## src/hw/adcc_pkg.sv

```systemverilog
// package: constants for the async dma context control block
package adcc_pkg;

  // ----------------------------------------------------------
  // sizes
  // ----------------------------------------------------------
  localparam int NCTX   = 4;
  localparam int ADDR_W = 12;
  localparam int DW     = 32;
  localparam int CNT_W  = 4;
  localparam int EVT_W  = 5;
  localparam int SPD_W  = 3;

  // ----------------------------------------------------------
  // register offsets, context order: req tx, resp tx, req rx, resp rx
  // ----------------------------------------------------------
  localparam logic [ADDR_W-1:0] CTX_SET_OFF [NCTX] =
    '{12'h180, 12'h1a0, 12'h1c0, 12'h1e0};
  localparam logic [ADDR_W-1:0] CTX_CLR_OFF [NCTX] =
    '{12'h184, 12'h1a4, 12'h1c4, 12'h1e4};
  localparam logic [ADDR_W-1:0] CTX_PTR_OFF [NCTX] =
    '{12'h19c, 12'h1ac, 12'h1cc, 12'h1ec};
  localparam logic [ADDR_W-1:0] IRQ_STAT_OFF = 12'h1f0;
  localparam logic [ADDR_W-1:0] IRQ_CLR_OFF  = 12'h1f4;
  localparam logic [ADDR_W-1:0] IRQ_EN_OFF   = 12'h1f8;
  localparam logic [ADDR_W-1:0] SRST_OFF     = 12'h1fc;
  localparam int                SRST_BIT     = 0;

  // receive contexts carry a meaningful speed field
  localparam logic [NCTX-1:0] CTX_RX_MASK = 4'hc;

  // ----------------------------------------------------------
  // control register fields
  // ----------------------------------------------------------
  localparam int RUN_BIT    = 15;
  localparam int WAKE_BIT   = 12;
  localparam int DEAD_BIT   = 11;
  localparam int ACTIVE_BIT = 10;
  localparam int SPD_LSB    = 5;
  localparam int EVT_LSB    = 0;
  localparam int PTR_LSB    = 4;

  localparam logic [SPD_W-1:0] SPD_100 = 3'h0;
  localparam logic [SPD_W-1:0] SPD_200 = 3'h1;
  localparam logic [SPD_W-1:0] SPD_400 = 3'h2;

  localparam logic [DW-1:0]    ZERO_W  = 32'h0000_0000;
  localparam logic [CNT_W-1:0] CNT_NONE = 4'h0;
  localparam logic [EVT_W-1:0] EVT_RST = 5'h00;

  // ----------------------------------------------------------
  // context sequencer states
  // ----------------------------------------------------------
  typedef enum logic [2:0] {
    ST_IDLE, ST_FETCH, ST_PROC, ST_WAIT, ST_HALT
  } adcc_state_t;

endpackage : adcc_pkg

```

## src/hw/adcc_ctx_if.sv

```systemverilog
// interface: register port between the top and one context
`timescale 1ns/100ps
`default_nettype none
interface adcc_ctx_if;
  logic        set_we;
  logic        clr_we;
  logic        ptr_we;
  logic        srst;
  logic [31:0] wdata;
  logic [31:0] ctl;
  logic [31:0] ptr;
  logic        ev_dead;
  logic        ev_stat;

  modport top (
    output set_we, clr_we, ptr_we, srst, wdata,
    input  ctl, ptr, ev_dead, ev_stat
  );
  modport ctx (
    input  set_we, clr_we, ptr_we, srst, wdata,
    output ctl, ptr, ev_dead, ev_stat
  );
endinterface : adcc_ctx_if
`default_nettype wire

```

## src/hw/adcc_top.sv

```systemverilog
// module: async dma context control, ahb-lite register slave
//
// Overview of operation
// RQ1: Bits 31 to 16 of each context control register read as zero.
// RQ2: Software sets run (bit 15) to start a context, clears it to stop.
// RQ3: Hardware never changes run except through hardware or soft reset.
// RQ4: Control bits 14 and 13 read as zero.
// RQ5: Software sets wake (bit 12) to resume; each fetch clears it.
// RQ6: A fatal error sets dead (bit 11); clearing run clears it. The code sets dead only on a fatal error while active.
// RQ7: Active (bit 10) is one while descriptors are being processed.
// RQ8: Control bits 9 and 8 read as zero.
// RQ9: Speed in bits 7 to 5 codes 100, 200 and 400 Mbit/s as 0, 1, 2.
// RQ10: Speed has meaning only for receive contexts.
// RQ11: Event code in bits 4 to 0 holds the ack or an error code.
// RQ12: Setting run fetches the first block at the command pointer.
// RQ13: Pointer bits 31 to 4 give a 16-byte aligned block address.
// RQ14: Pointer bits 3 to 0 give the count of contiguous descriptors.
// RQ15: A count of zero marks the address invalid and it is not fetched.
// RQ16: Ones written at set or clear addresses set or clear bits. The clear address here acts only on run (bit 15).
// RQ17: The pointer tracks the block in progress and stays writable.
//
// Local design decision: the AHB-Lite register port.
`timescale 1ns/100ps
`default_nettype none
module adcc_top #(
  parameter int NCTX = adcc_pkg::NCTX
) (
  // clock, reset, enable
  input  wire logic                  hclk,
  input  wire logic                  hresetn,
  input  wire logic                  ce,
  // ahb-lite slave
  input  wire logic                  hsel,
  input  wire logic [31:0]           haddr,
  input  wire logic [1:0]            htrans,
  input  wire logic                  hwrite,
  input  wire logic [2:0]            hsize,
  input  wire logic [31:0]           hwdata,
  input  wire logic                  hready,
  output logic                       hreadyout,
  output logic                       hresp,
  output logic [31:0]                hrdata,
  // interrupt
  output logic                       irq,
  // engine side, one lane per context
  output logic [NCTX-1:0]            fetch_req,
  output logic [NCTX-1:0][31:0]      fetch_addr,
  output logic [NCTX-1:0][3:0]       fetch_cnt,
  input  wire logic [NCTX-1:0]       fetch_ack,
  input  wire logic [NCTX-1:0]       desc_done,
  input  wire logic [NCTX-1:0][31:0] next_ptr,
  input  wire logic [NCTX-1:0]       fatal_err,
  input  wire logic [NCTX-1:0]       stat_upd,
  input  wire logic [NCTX-1:0][4:0]  stat_evt,
  input  wire logic [NCTX-1:0][2:0]  stat_spd,
  output logic [NCTX-1:0]            ctx_run
);

  localparam int AW = adcc_pkg::ADDR_W;
  localparam int NI = 2 * NCTX;

  // ----------------------------------------------------------
  // ahb-lite address and data phase
  // ----------------------------------------------------------
  logic          take, dph_q, wr_q, rd_wait_q;
  logic [AW-1:0] addr_q;
  logic          wr_now;

  // hsize ignored: only whole-word transfers are used
  assign take   = hsel & htrans[1] & hready & ce;
  assign wr_now = dph_q & wr_q & ce;

  always_ff @(posedge hclk or negedge hresetn) begin
    if (!hresetn) begin
      dph_q     <= 1'b0;
      wr_q      <= 1'b0;
      rd_wait_q <= 1'b0;
      addr_q    <= '0;
    end else if (ce) begin
      if (hready) begin
        dph_q <= take;
        wr_q  <= take & hwrite;
      end
      if (take) begin
        addr_q <= haddr[AW-1:0];
      end
      rd_wait_q <= take & ~hwrite;
    end
  end

  // one wait state on reads so a write just before is seen
  assign hreadyout = ce & ~rd_wait_q;
  assign hresp     = 1'b0;

  // ----------------------------------------------------------
  // decode
  // ----------------------------------------------------------
  logic [NCTX-1:0] hit_set, hit_clr, hit_ptr;
  logic            hit_ist, hit_icl, hit_ien, hit_srst;
  logic            srst;

  for (genvar g = 0; g < NCTX; g++) begin : g_dec
    assign hit_set[g] = (addr_q == adcc_pkg::CTX_SET_OFF[g]);
    assign hit_clr[g] = (addr_q == adcc_pkg::CTX_CLR_OFF[g]);
    assign hit_ptr[g] = (addr_q == adcc_pkg::CTX_PTR_OFF[g]);
  end

  assign hit_ist  = (addr_q == adcc_pkg::IRQ_STAT_OFF);
  assign hit_icl  = (addr_q == adcc_pkg::IRQ_CLR_OFF);
  assign hit_ien  = (addr_q == adcc_pkg::IRQ_EN_OFF);
  assign hit_srst = (addr_q == adcc_pkg::SRST_OFF);
  // RQ3 software reset of the controller clears run
  assign srst = wr_now & hit_srst & hwdata[adcc_pkg::SRST_BIT];

  // ----------------------------------------------------------
  // contexts
  // ----------------------------------------------------------
  adcc_ctx_if cif [NCTX] ();
  logic [NCTX-1:0][31:0] ctl_v, ptr_v;
  logic [NCTX-1:0]       ev_dead, ev_stat;

  for (genvar g = 0; g < NCTX; g++) begin : g_ctx
    // RQ16 write of ones at set or clear address
    assign cif[g].set_we = wr_now & hit_set[g];
    assign cif[g].clr_we = wr_now & hit_clr[g];
    // RQ17 software may still write the pointer
    assign cif[g].ptr_we = wr_now & hit_ptr[g];
    assign cif[g].srst   = srst;
    assign cif[g].wdata  = hwdata;
    assign ctl_v[g]      = cif[g].ctl;
    assign ptr_v[g]      = cif[g].ptr;
    assign ev_dead[g]    = cif[g].ev_dead;
    assign ev_stat[g]    = cif[g].ev_stat;

    adcc_ctx #(
      .IS_RX (adcc_pkg::CTX_RX_MASK[g])
    ) u_ctx (
      .hclk       (hclk),
      .hresetn    (hresetn),
      .ce         (ce),
      .rif        (cif[g]),
      .fetch_req  (fetch_req[g]),
      .fetch_addr (fetch_addr[g]),
      .fetch_cnt  (fetch_cnt[g]),
      .fetch_ack  (fetch_ack[g]),
      .desc_done  (desc_done[g]),
      .next_ptr   (next_ptr[g]),
      .fatal_err  (fatal_err[g]),
      .stat_upd   (stat_upd[g]),
      .stat_evt   (stat_evt[g]),
      .stat_spd   (stat_spd[g]),
      .run        (ctx_run[g])
    );
  end

  // ----------------------------------------------------------
  // interrupts: low half status updates, high half dead
  // ----------------------------------------------------------
  logic [NI-1:0] ist_q, ien_q, ev_all, icl;

  assign ev_all = {ev_dead, ev_stat};
  assign icl    = (wr_now & hit_icl) ? hwdata[NI-1:0] : '0;

  always_ff @(posedge hclk or negedge hresetn) begin
    if (!hresetn) begin
      ist_q <= '0;
      ien_q <= '0;
    end else if (ce) begin
      // a new event beats a clear in the same cycle
      ist_q <= (ist_q & ~icl) | ev_all;
      if (wr_now && hit_ien) begin
        ien_q <= hwdata[NI-1:0];
      end
    end
  end

  assign irq = |(ist_q & ien_q);

  // ----------------------------------------------------------
  // read data
  // ----------------------------------------------------------
  logic [31:0] rd_mux;
  logic [31:0] hrdata_q;

  // RQ1 RQ16 both set and clear addresses read the control word
  always_comb begin
    rd_mux = adcc_pkg::ZERO_W;
    for (int i = 0; i < NCTX; i++) begin
      if (hit_set[i] || hit_clr[i]) begin
        rd_mux = ctl_v[i];
      end
      if (hit_ptr[i]) begin
        rd_mux = ptr_v[i];
      end
    end
    if (hit_ist) begin
      rd_mux[NI-1:0] = ist_q;
    end
    if (hit_ien) begin
      rd_mux[NI-1:0] = ien_q;
    end
  end

  always_ff @(posedge hclk or negedge hresetn) begin
    if (!hresetn) begin
      hrdata_q <= adcc_pkg::ZERO_W;
    end else if (ce && rd_wait_q) begin
      hrdata_q <= rd_mux;
    end
  end

  assign hrdata = hrdata_q;

endmodule : adcc_top
`default_nettype wire

```

## src/hw/adcc_ctx.sv

```systemverilog
// module: control and status of one asynchronous dma context
`timescale 1ns/100ps
`default_nettype none
module adcc_ctx #(
  parameter bit IS_RX = 1'b0
) (
  // clock, reset, enable
  input  wire logic        hclk,
  input  wire logic        hresetn,
  input  wire logic        ce,
  // register side
  adcc_ctx_if.ctx          rif,
  // engine side
  output logic             fetch_req,
  output logic [31:0]      fetch_addr,
  output logic [3:0]       fetch_cnt,
  input  wire logic        fetch_ack,
  input  wire logic        desc_done,
  input  wire logic [31:0] next_ptr,
  input  wire logic        fatal_err,
  input  wire logic        stat_upd,
  input  wire logic [4:0]  stat_evt,
  input  wire logic [2:0]  stat_spd,
  output logic             run
);

  adcc_pkg::adcc_state_t st_q, st_d;
  logic        run_q, run_d, wake_q, wake_d, dead_q, dead_d;
  logic [31:0] ptr_q, ptr_d;
  logic [4:0]  evt_q;
  logic [2:0]  spd_q;
  logic        active, fetched, dead_set, run_clr;

  assign active  = (st_q == adcc_pkg::ST_FETCH) |
                   (st_q == adcc_pkg::ST_PROC);
  assign fetched = fetch_req & fetch_ack;
  assign dead_set = fatal_err & active;
  assign run_clr = rif.srst | (rif.clr_we & rif.wdata[adcc_pkg::RUN_BIT]);

  // ----------------------------------------------------------
  // control bits
  // ----------------------------------------------------------
  // RQ3 run moves only by software or reset
  // RQ16 set and clear addresses
  assign run_d = run_clr ? 1'b0 :
                 (rif.set_we & rif.wdata[adcc_pkg::RUN_BIT]) ? 1'b1 :
                 run_q;
  // RQ5 wake: software sets, fetch clears, set wins
  assign wake_d = (rif.set_we & rif.wdata[adcc_pkg::WAKE_BIT]) ? 1'b1 :
                  (fetched | rif.srst) ? 1'b0 : wake_q;
  // RQ6 dead on fatal error, gone once run is cleared
  assign dead_d = dead_set ? 1'b1 : run_clr ? 1'b0 : dead_q;
  // RQ17 pointer follows the descriptor list
  assign ptr_d = (st_q == adcc_pkg::ST_PROC && desc_done) ? next_ptr :
                 rif.ptr_we ? rif.wdata : ptr_q;

  // ----------------------------------------------------------
  // sequencer
  // ----------------------------------------------------------
  always_comb begin
    st_d = st_q;
    case (st_q)
      // RQ12 run set starts a fetch at the pointer
      // RQ15 a zero count never fetches
      adcc_pkg::ST_IDLE:
        if (run_q && !dead_q) begin
          st_d = (ptr_q[3:0] != adcc_pkg::CNT_NONE) ?
                 adcc_pkg::ST_FETCH : adcc_pkg::ST_WAIT;
        end
      adcc_pkg::ST_FETCH:
        if (fetch_ack) begin
          st_d = adcc_pkg::ST_PROC;
        end
      adcc_pkg::ST_PROC:
        if (desc_done) begin
          st_d = (next_ptr[3:0] != adcc_pkg::CNT_NONE) ?
                 adcc_pkg::ST_FETCH : adcc_pkg::ST_WAIT;
        end
      // RQ5 wake resumes from the held pointer
      adcc_pkg::ST_WAIT:
        if (wake_q && ptr_q[3:0] != adcc_pkg::CNT_NONE) begin
          st_d = adcc_pkg::ST_FETCH;
        end
      adcc_pkg::ST_HALT:
        st_d = adcc_pkg::ST_HALT;
      default:
        st_d = adcc_pkg::ST_IDLE;
    endcase
    if (dead_set) begin
      st_d = adcc_pkg::ST_HALT;
    end
    // halted context waits for run to drop
    if (!run_q) begin
      st_d = adcc_pkg::ST_IDLE;
    end
  end

  always_ff @(posedge hclk or negedge hresetn) begin
    if (!hresetn) begin
      st_q   <= adcc_pkg::ST_IDLE;
      run_q  <= 1'b0;
      wake_q <= 1'b0;
      dead_q <= 1'b0;
      ptr_q  <= adcc_pkg::ZERO_W;
    end else if (ce) begin
      st_q   <= st_d;
      run_q  <= run_d;
      wake_q <= wake_d;
      dead_q <= dead_d;
      ptr_q  <= ptr_d;
    end
  end

  // RQ11 acknowledge or error code per packet
  // RQ10 transmit contexts leave speed at zero
  always_ff @(posedge hclk or negedge hresetn) begin
    if (!hresetn) begin
      evt_q <= adcc_pkg::EVT_RST;
      spd_q <= adcc_pkg::SPD_100;
    end else if (ce && stat_upd) begin
      evt_q <= stat_evt;
      spd_q <= IS_RX ? stat_spd : adcc_pkg::SPD_100;
    end
  end

  // ----------------------------------------------------------
  // outputs
  // ----------------------------------------------------------
  // RQ1 RQ4 RQ8 unused positions read zero
  always_comb begin
    rif.ctl = adcc_pkg::ZERO_W;
    rif.ctl[adcc_pkg::RUN_BIT]    = run_q;
    rif.ctl[adcc_pkg::WAKE_BIT]   = wake_q;
    rif.ctl[adcc_pkg::DEAD_BIT]   = dead_q;
    // RQ7 active while processing
    rif.ctl[adcc_pkg::ACTIVE_BIT] = active;
    // RQ9 speed code field
    rif.ctl[adcc_pkg::SPD_LSB +: 3] = spd_q;
    rif.ctl[adcc_pkg::EVT_LSB +: 5] = evt_q;
  end

  assign rif.ptr     = ptr_q;
  assign rif.ev_dead = dead_set;
  assign rif.ev_stat = stat_upd;
  assign fetch_req   = (st_q == adcc_pkg::ST_FETCH);
  // RQ13 16-byte aligned block address
  assign fetch_addr  = {ptr_q[31:adcc_pkg::PTR_LSB], 4'h0};
  // RQ14 count of contiguous descriptors
  assign fetch_cnt   = ptr_q[3:0];
  assign run         = run_q;

endmodule : adcc_ctx
`default_nettype wire

```

## config.mk

```make
export PLATFORM = sky130hd
export DESIGN_NAME = adcc_top
export DESIGN_NICKNAME = d
export VERILOG_FILES = /design/src/hw/adcc_pkg.sv /design/src/hw/adcc_ctx_if.sv /design/src/hw/adcc_top.sv /design/src/hw/adcc_ctx.sv
export SDC_FILE = /design/constraint.sdc
export NUM_CORES = 1
export LEC_CHECK = 0
export ABC_AREA = 1
export BUFFER_PORTS_ARGS = -buffer_cell sky130_fd_sc_hd__buf_2
export CAP_MARGIN = 20
export CORE_ASPECT_RATIO = 0.8
export CORE_MARGIN = 2
export CORE_UTILIZATION = 35
export CTS_BUF_LIST = sky130_fd_sc_hd__clkbuf_16
export CTS_CLUSTER_DIAMETER = 50
export CTS_CLUSTER_SIZE = 10
export DETAILED_ROUTE_END_ITERATION = 12
export PLACE_DENSITY = 0.72
export REMOVE_ABC_BUFFERS = 1
export SLEW_MARGIN = 40
export SYNTH_ARGS = -nofsm -noshare
export SYNTH_HDL_FRONTEND = slang
export SYNTH_SLANG_ARGS = --single-unit
```

## constraint.sdc

```tcl
create_clock -name hclk -period 2.8 [get_ports hclk]
set_clock_uncertainty 0.05 [all_clocks]
set_input_delay 0.56 -clock hclk [delete_from_list [all_inputs] [get_ports hclk]]
set_output_delay 0.56 -clock hclk [all_outputs]
set_load 0.01 [all_outputs]
```

---- Word level (Yosys, flattened, before mapping) ----
Cells that the tools add are included.
storage, ports and cells
  register bits ........................... 241
  input port bits ......................... 251
  logic and storage cells ................. 299
cells by class
  eq/ne operators ......................... 48
  multiplexer cells ....................... 79
  bitwise gates (word level) .............. 61
  reduce and logical (&&, ||, !) cells .... 78
operator list
  cell                   count
  $mux W32               15
  $eq A12 B9 Y1 const B  16
  $mux W3                24
  $ne A4 B4 Y1 const B   16
  $pmux W3 S5            4
  $and A1 B1 Y1          43
  $reduce_and A2 Y1      19
  $reduce_bool A2 Y1     16
  $reduce_bool A4 Y1     8
  $eq A3 B2 Y1 const B   8
  $mux W1                24
  $mux W8                3
  $reduce_and A5 Y1      4
  $logic_and A1 B1 Y1    18
  $and A8 B8 Y8          2
  $mux W16               1
  $mux W2                8
  $eq A3 B1 Y1 const B   4
  $eq A3 B3 Y1 const B   4
  $logic_not A3 Y1       4
  $or A1 B1 Y1           12
  $not A8 Y8             1
  $or A8 B8 Y8           1
  $reduce_or A8 Y1       1
  3 further kinds        10

---- Depth between registers and ports, before layout ----
  depth in word-level cells ............... 12
  mapped depth ............................ 14

---- Hierarchy ----
A second synthesis with hierarchy kept.
second synthesis, totals
  cells, all modules ...................... 2351
  area total of the unflattened synthesis .. 16841.2 µm²
by module, submodules not included
  module                         times used  cells an instance  area each (µm²)  seq. area each (µm²)
  adcc_ctx (g_ctx[2].u_ctx ...)  2           356                2907.8           1151.1
  adcc_ctx (g_ctx[0].u_ctx ...)  2           348                2791.4           1076.0
  adcc_top                       1           943                5442.7           1576.5

---- Worst setup path before layout ----
No wires, ideal clock.
  kind .................................... flip-flop to flip-flop
  start point ............................. register addr_q[9]
  end point ............................... register g_ctx[0].u_ctx.dead_q
  setup time .............................. 0.131 ns
  arrival ................................. 1.666 ns
  data required time ...................... 2.619 ns
  slack ................................... 0.953 ns
  stages on the path, launching flop included .. 10
  period minus slack after synthesis ...... 1.847 ns
  cell sequence ........................... dfrtp_1 -> inv_1 -> nand2_1 -> nor2_2 -> buf_4 -> nand2_1 -> nor4_1 -> inv_1 -> o31ai_1 -> o21ai_0
on the way
  longest elaborated chain between the ends .. 6
  elaborated cells between the ends (all ways) .. 9
  classes of those cells .................. 2 x eq/ne; 5 x bitwise; 2 x reduce/logical
ends and longest elaborated chain
  what                                     RTL line                          text
  from (decl)                              adcc_top.sv:66                    logic [AW-1:0] addr_q;
  from (signal assigned)                   adcc_top.sv:85                    addr_q <= haddr[AW-1:0];
  $eq A12 B9 Y1, on equally long branches  adcc_top.sv:111, adcc_top.sv:104
  $and A1 B1 Y1, on equally long branches  adcc_top.sv:113, adcc_top.sv:125
  $and A1 B1 Y1, on equally long branches  adcc_top.sv:113, adcc_ctx.sv:38
  $or A1 B1 Y1 *                           adcc_ctx.sv:38                    assign run_clr = rif.srst | (rif.clr_we & rif.wdata[adcc_pkg::RUN_BIT]);
  $reduce_bool A2 Y1 (no source line) *    -
  $reduce_and A2 Y1 (no source line) *     -
  to (signal assigned)                     adcc_ctx.sv:103                   dead_q <= 1'b0;
  to (signal assigned)                     adcc_ctx.sv:109                   dead_q <= dead_d;
  to (decl)                                adcc_ctx.sv:28                    logic run_q, run_d, wake_q, wake_d, dead_q, dead_d;
Every way passes the cells marked *; elsewhere a longest branch is shown, timed or not.
A chain may end at the register's enable or synchronous reset.

---- Final worst setup path ----
  start point ............................. register addr_q[9]
  end point ............................... register g_ctx[1].u_ctx.ptr_q[20]
on the way
  longest elaborated chain between the ends .. 4
ends and longest elaborated chain
  what                                 RTL line         text
  $eq A12 B9 Y1                        adcc_top.sv:105  assign hit_ptr[g] = (addr_q == adcc_pkg::CTX_PTR_OFF[g]);
  $and A1 B1 Y1                        adcc_top.sv:127  assign cif[g].ptr_we = wr_now & hit_ptr[g];
  $reduce_bool A2 Y1 (no source line)  -
  $reduce_and A2 Y1 (no source line)   -
  to (signal assigned)                 adcc_ctx.sv:104  ptr_q <= adcc_pkg::ZERO_W;
  to (signal assigned)                 adcc_ctx.sv:110  ptr_q <= ptr_d;
  to (decl)                            adcc_ctx.sv:29   logic [31:0] ptr_q, ptr_d;
Every way passes these cells.

==> reports/qor.txt <==
Clock insertion delay at the later pin of the skew report: 0.51 ns
Io pins: 438
Routed len/inst: 20.2 um
GRT overflow: 0
Mapped Cells: 1570
Largest cells by area after synthesis: dfrtp_1 49%, nand2_1 15%, a31oi_1 5.5%, nor2_1 4.6%, nand3_1 4.2%
Non-filler cells, final: 2445
Chip height: 172 um
Hold Path End: addr_q[8]
Met3 Use GR: 6.99%
Register area share after synthesis: 49.0%
Max Freq: 0.421 GHz
Post-Syn Area: 12300 um^2
Critical setup path kind: reg2reg
Clock buffer depth: 3
YS warnings: 0
Vias in the first global route: 12470
CP most frequent cell: nand2_1
Place WS: 0.430 ns
Clock power frac: 31.9%
Post-CTS resize count: 0
Slew Limit Headroom: 55.3%
Reg power frac: 38.9%
Post-Route WL: 49400 um
Worst path slowest cell: buf_4
Num CTS Buffers: 35
Max VDD drop: 0.000475 V
Grt met2 use: 40.8%
Post-synth cell types: 36
Routed Antenna Nets: 0
CP arrival: 2.75 ns
Largest net degree at the start of global routing: 70
Commonest non-fill, non-tap cell in the layout: nand2_1
Switch share: 36.4%
Yosys reg bits: 241
Setup-failing EPs final: 0
Hold_sp: haddr[8]
Fillcell total: 3433
Layout overhead on the synthesized area: 29.1%
Synth area leader: dfrtp_1
RSZ-0062 raised after global routing: false
Core Footprint: 34700 um^2
Hold Buf Count CTS: 1
Critical path capture point type: flop
Cells on worst reg2reg path: 10
Flop2flop setup slack: 0.43 ns
CTS tree: yes
I/O Buffers: 390
CP cell instances: inv_1 -> nand2_1 -> nor2_4 -> inv_2 -> nor3_4 -> nand2_1 -> a21oi_4 -> buf_4 -> nor2_1 -> a31oi_1
Die area: 36700 um^2
Sw power: 0.00486 W
Clock Pin Slew Worst Setup and Hold Paths: 0.06 ns
Crit start category: flop
Pwr dens: 840 nW/um^2
First-pass GRT wire length: 72000 um
Initial core utilization: 35.4%
Clk Tree Root Cell: clkbuf_16
DR iter-0 viols: 1141
Min-Delay Path Depth: 3
Row count: 61
Combinational share of power: 29.2%
Post-CTS Setup Bufs: 0
Pleak: 7.94 nW
CP peak stage delay: 0.42 ns
Syn_area_per_cell: 7.84 um^2
Layout cells sized above 1: 26.7%
# Max-Cap Violations: 0
Die width: 214 um
Reg-to-Reg Start: addr_q[9]
Worst-Margin Slew: 0.670 ns
Final critical-path share of the clock period: 84.7%
Slew Limit Fails: 0
Via Count: 13239
Run status: finished, final reports clean
Nets: 2203
WP data required: 3.17 ns
Inst Count DP: 2386
Remaining DRCs: 0
Internal power: 0.00849 W
Initial antenna violation count: 3
Share of the synthesized area in the top cell type: 49.0%
Vias/cell: 5.41
Router iterations before antenna repair: 8
Post-DP HPWL: 35800 um
CP Max Fanout: 36
Hold Path Class: in2reg
Total GRT Usage: 26.2%
Global route hottest layer: met2
Worst setup margin: 0.427 ns
Htree depth: 2
R2r endpoint: g_ctx[1].u_ctx.rif.ptr[20]
Min Tclk post-route: 2.37 ns
Routability cong.: 0.932
Met1 Track Usage GR: 34.4%
Most frequent cells in the layout: 482 x nand2_1, 389 x buf_2, 241 x dfrtp_1, 149 x nor2_1, 109 x a31oi_1
CTS Sinks: 241
Final Hold Violating Endpoints: 0
Tot Pwr: 0.0134 W
Setup TNS: 0 ns
## power by group through the flow
stage	sequential [W]	combinational [W]	clock, W
floorplan	0.00538	0.00174	0
global placement	0.00519	0.00376	0
detailed placement	0.00523	0.00386	0
CTS	0.00517	0.00388	0.00436
global route	0.00529	0.00433	0.00449
finish	0.00519	0.00389	0.00426
## layer usage
metal	share of wire, %	up-vias
met1	41	6270
met4	4.0	2
li1	-	6012
met3	10	164
met5	0.026	-
met2	44	791
## Yosys cell counts, drive strengths merged
cell	number
a21boi	5
a21oi	56
a221oi	6
a22o	2
a22oi	1
a31oi	109
and2	1
buf	55
clkbuf	50
clkinv	1
conb	1
dfrtp	241
inv	104
mux2	18
nand2	484
nand3	104
nand4	25
nor2	157
nor3	15
nor4	4
o2111ai	3
o211ai	22
o21ai	91
o221ai	3
o311ai	1
o31ai	10
o41ai	1
## stage by stage
step / instance area (um^2) / utilization (%) / hold WS, ns
final: 15900 / 45.8 / 0.195
after global routing: 15900 / 45.8 / 0.200
after CTS: 15900 / 45.7 / 0.175
after detailed placement: 14800 / 42.5 / 0.416
after global placement: 14800 / 42.5 / 0.413
after floorplan: 11800 / - / 0.214
## cell families (layout without fill, tap and decap cells)
family | after synthesis | after routing | share of synthesized area, %
multiplexers | 18 | 18 | 1.65
buffers and inverters | 210 | 595 | 7.60
other | 1 | 19 | 0.0305
AND/OR/NAND/NOR | 790 | 790 | 26.4
AO/OA/AOI/OAI | 310 | 310 | 15.3
flip-flops | 241 | 241 | 49.0
## layout make-up
type                       count  area, um^2  share of cell area [%]
clock buffer                  37         926                    5.83
sequential                   241        6030                    38.0
inverter                     105         394                    2.48
tap                          472         591                    3.72
timing repair buffer         434        2330                    14.7
clock inverter                19         174                    1.09
antenna                        2        5.00                  0.0315
multi-input combinational   1135        5440                    34.2
## critical path, delay by kind of cell (launching register included)
family                 cells  cell delay (ns)
flip-flops                 1             0.35
AND/OR/NAND/NOR            5             0.88
AO/OA/AOI/OAI              2             0.30
buffers and inverters      3             0.67
## flip-flops by register name (all words and copies together), names as in the netlist, 6 cells and up
| signal | count |
|---|---|
| g_ctx.u_ctx.evt_q | 20 |
| ist_q | 8 |
| g_ctx.u_ctx.spd_q | 6 |
| hrdata | 32 |
| g_ctx.u_ctx.rif.ptr | 128 |
| ien_q | 8 |
| g_ctx.u_ctx.st_q | 12 |
| addr_q | 12 |
## worst max path at each step
stage,from,endpoint,slack [ns],depth (start not counted)
after global placement,addr_q[9],g_ctx[1].u_ctx.rif.ptr[14],0.51,10
after detailed placement,addr_q[9],g_ctx[1].u_ctx.rif.ptr[31],0.43,10
after CTS,addr_q[9],g_ctx[1].u_ctx.rif.ptr[20],0.43,10
final,addr_q[9],g_ctx[1].u_ctx.rif.ptr[20],0.43,10
after global routing,addr_q[9],g_ctx[3].u_ctx.rif.ptr[15],0.23,10
after floorplan,addr_q[9],g_ctx[3].u_ctx.rif.ptr[0],-0.87,9
Power figures use the tool's default switching activity.
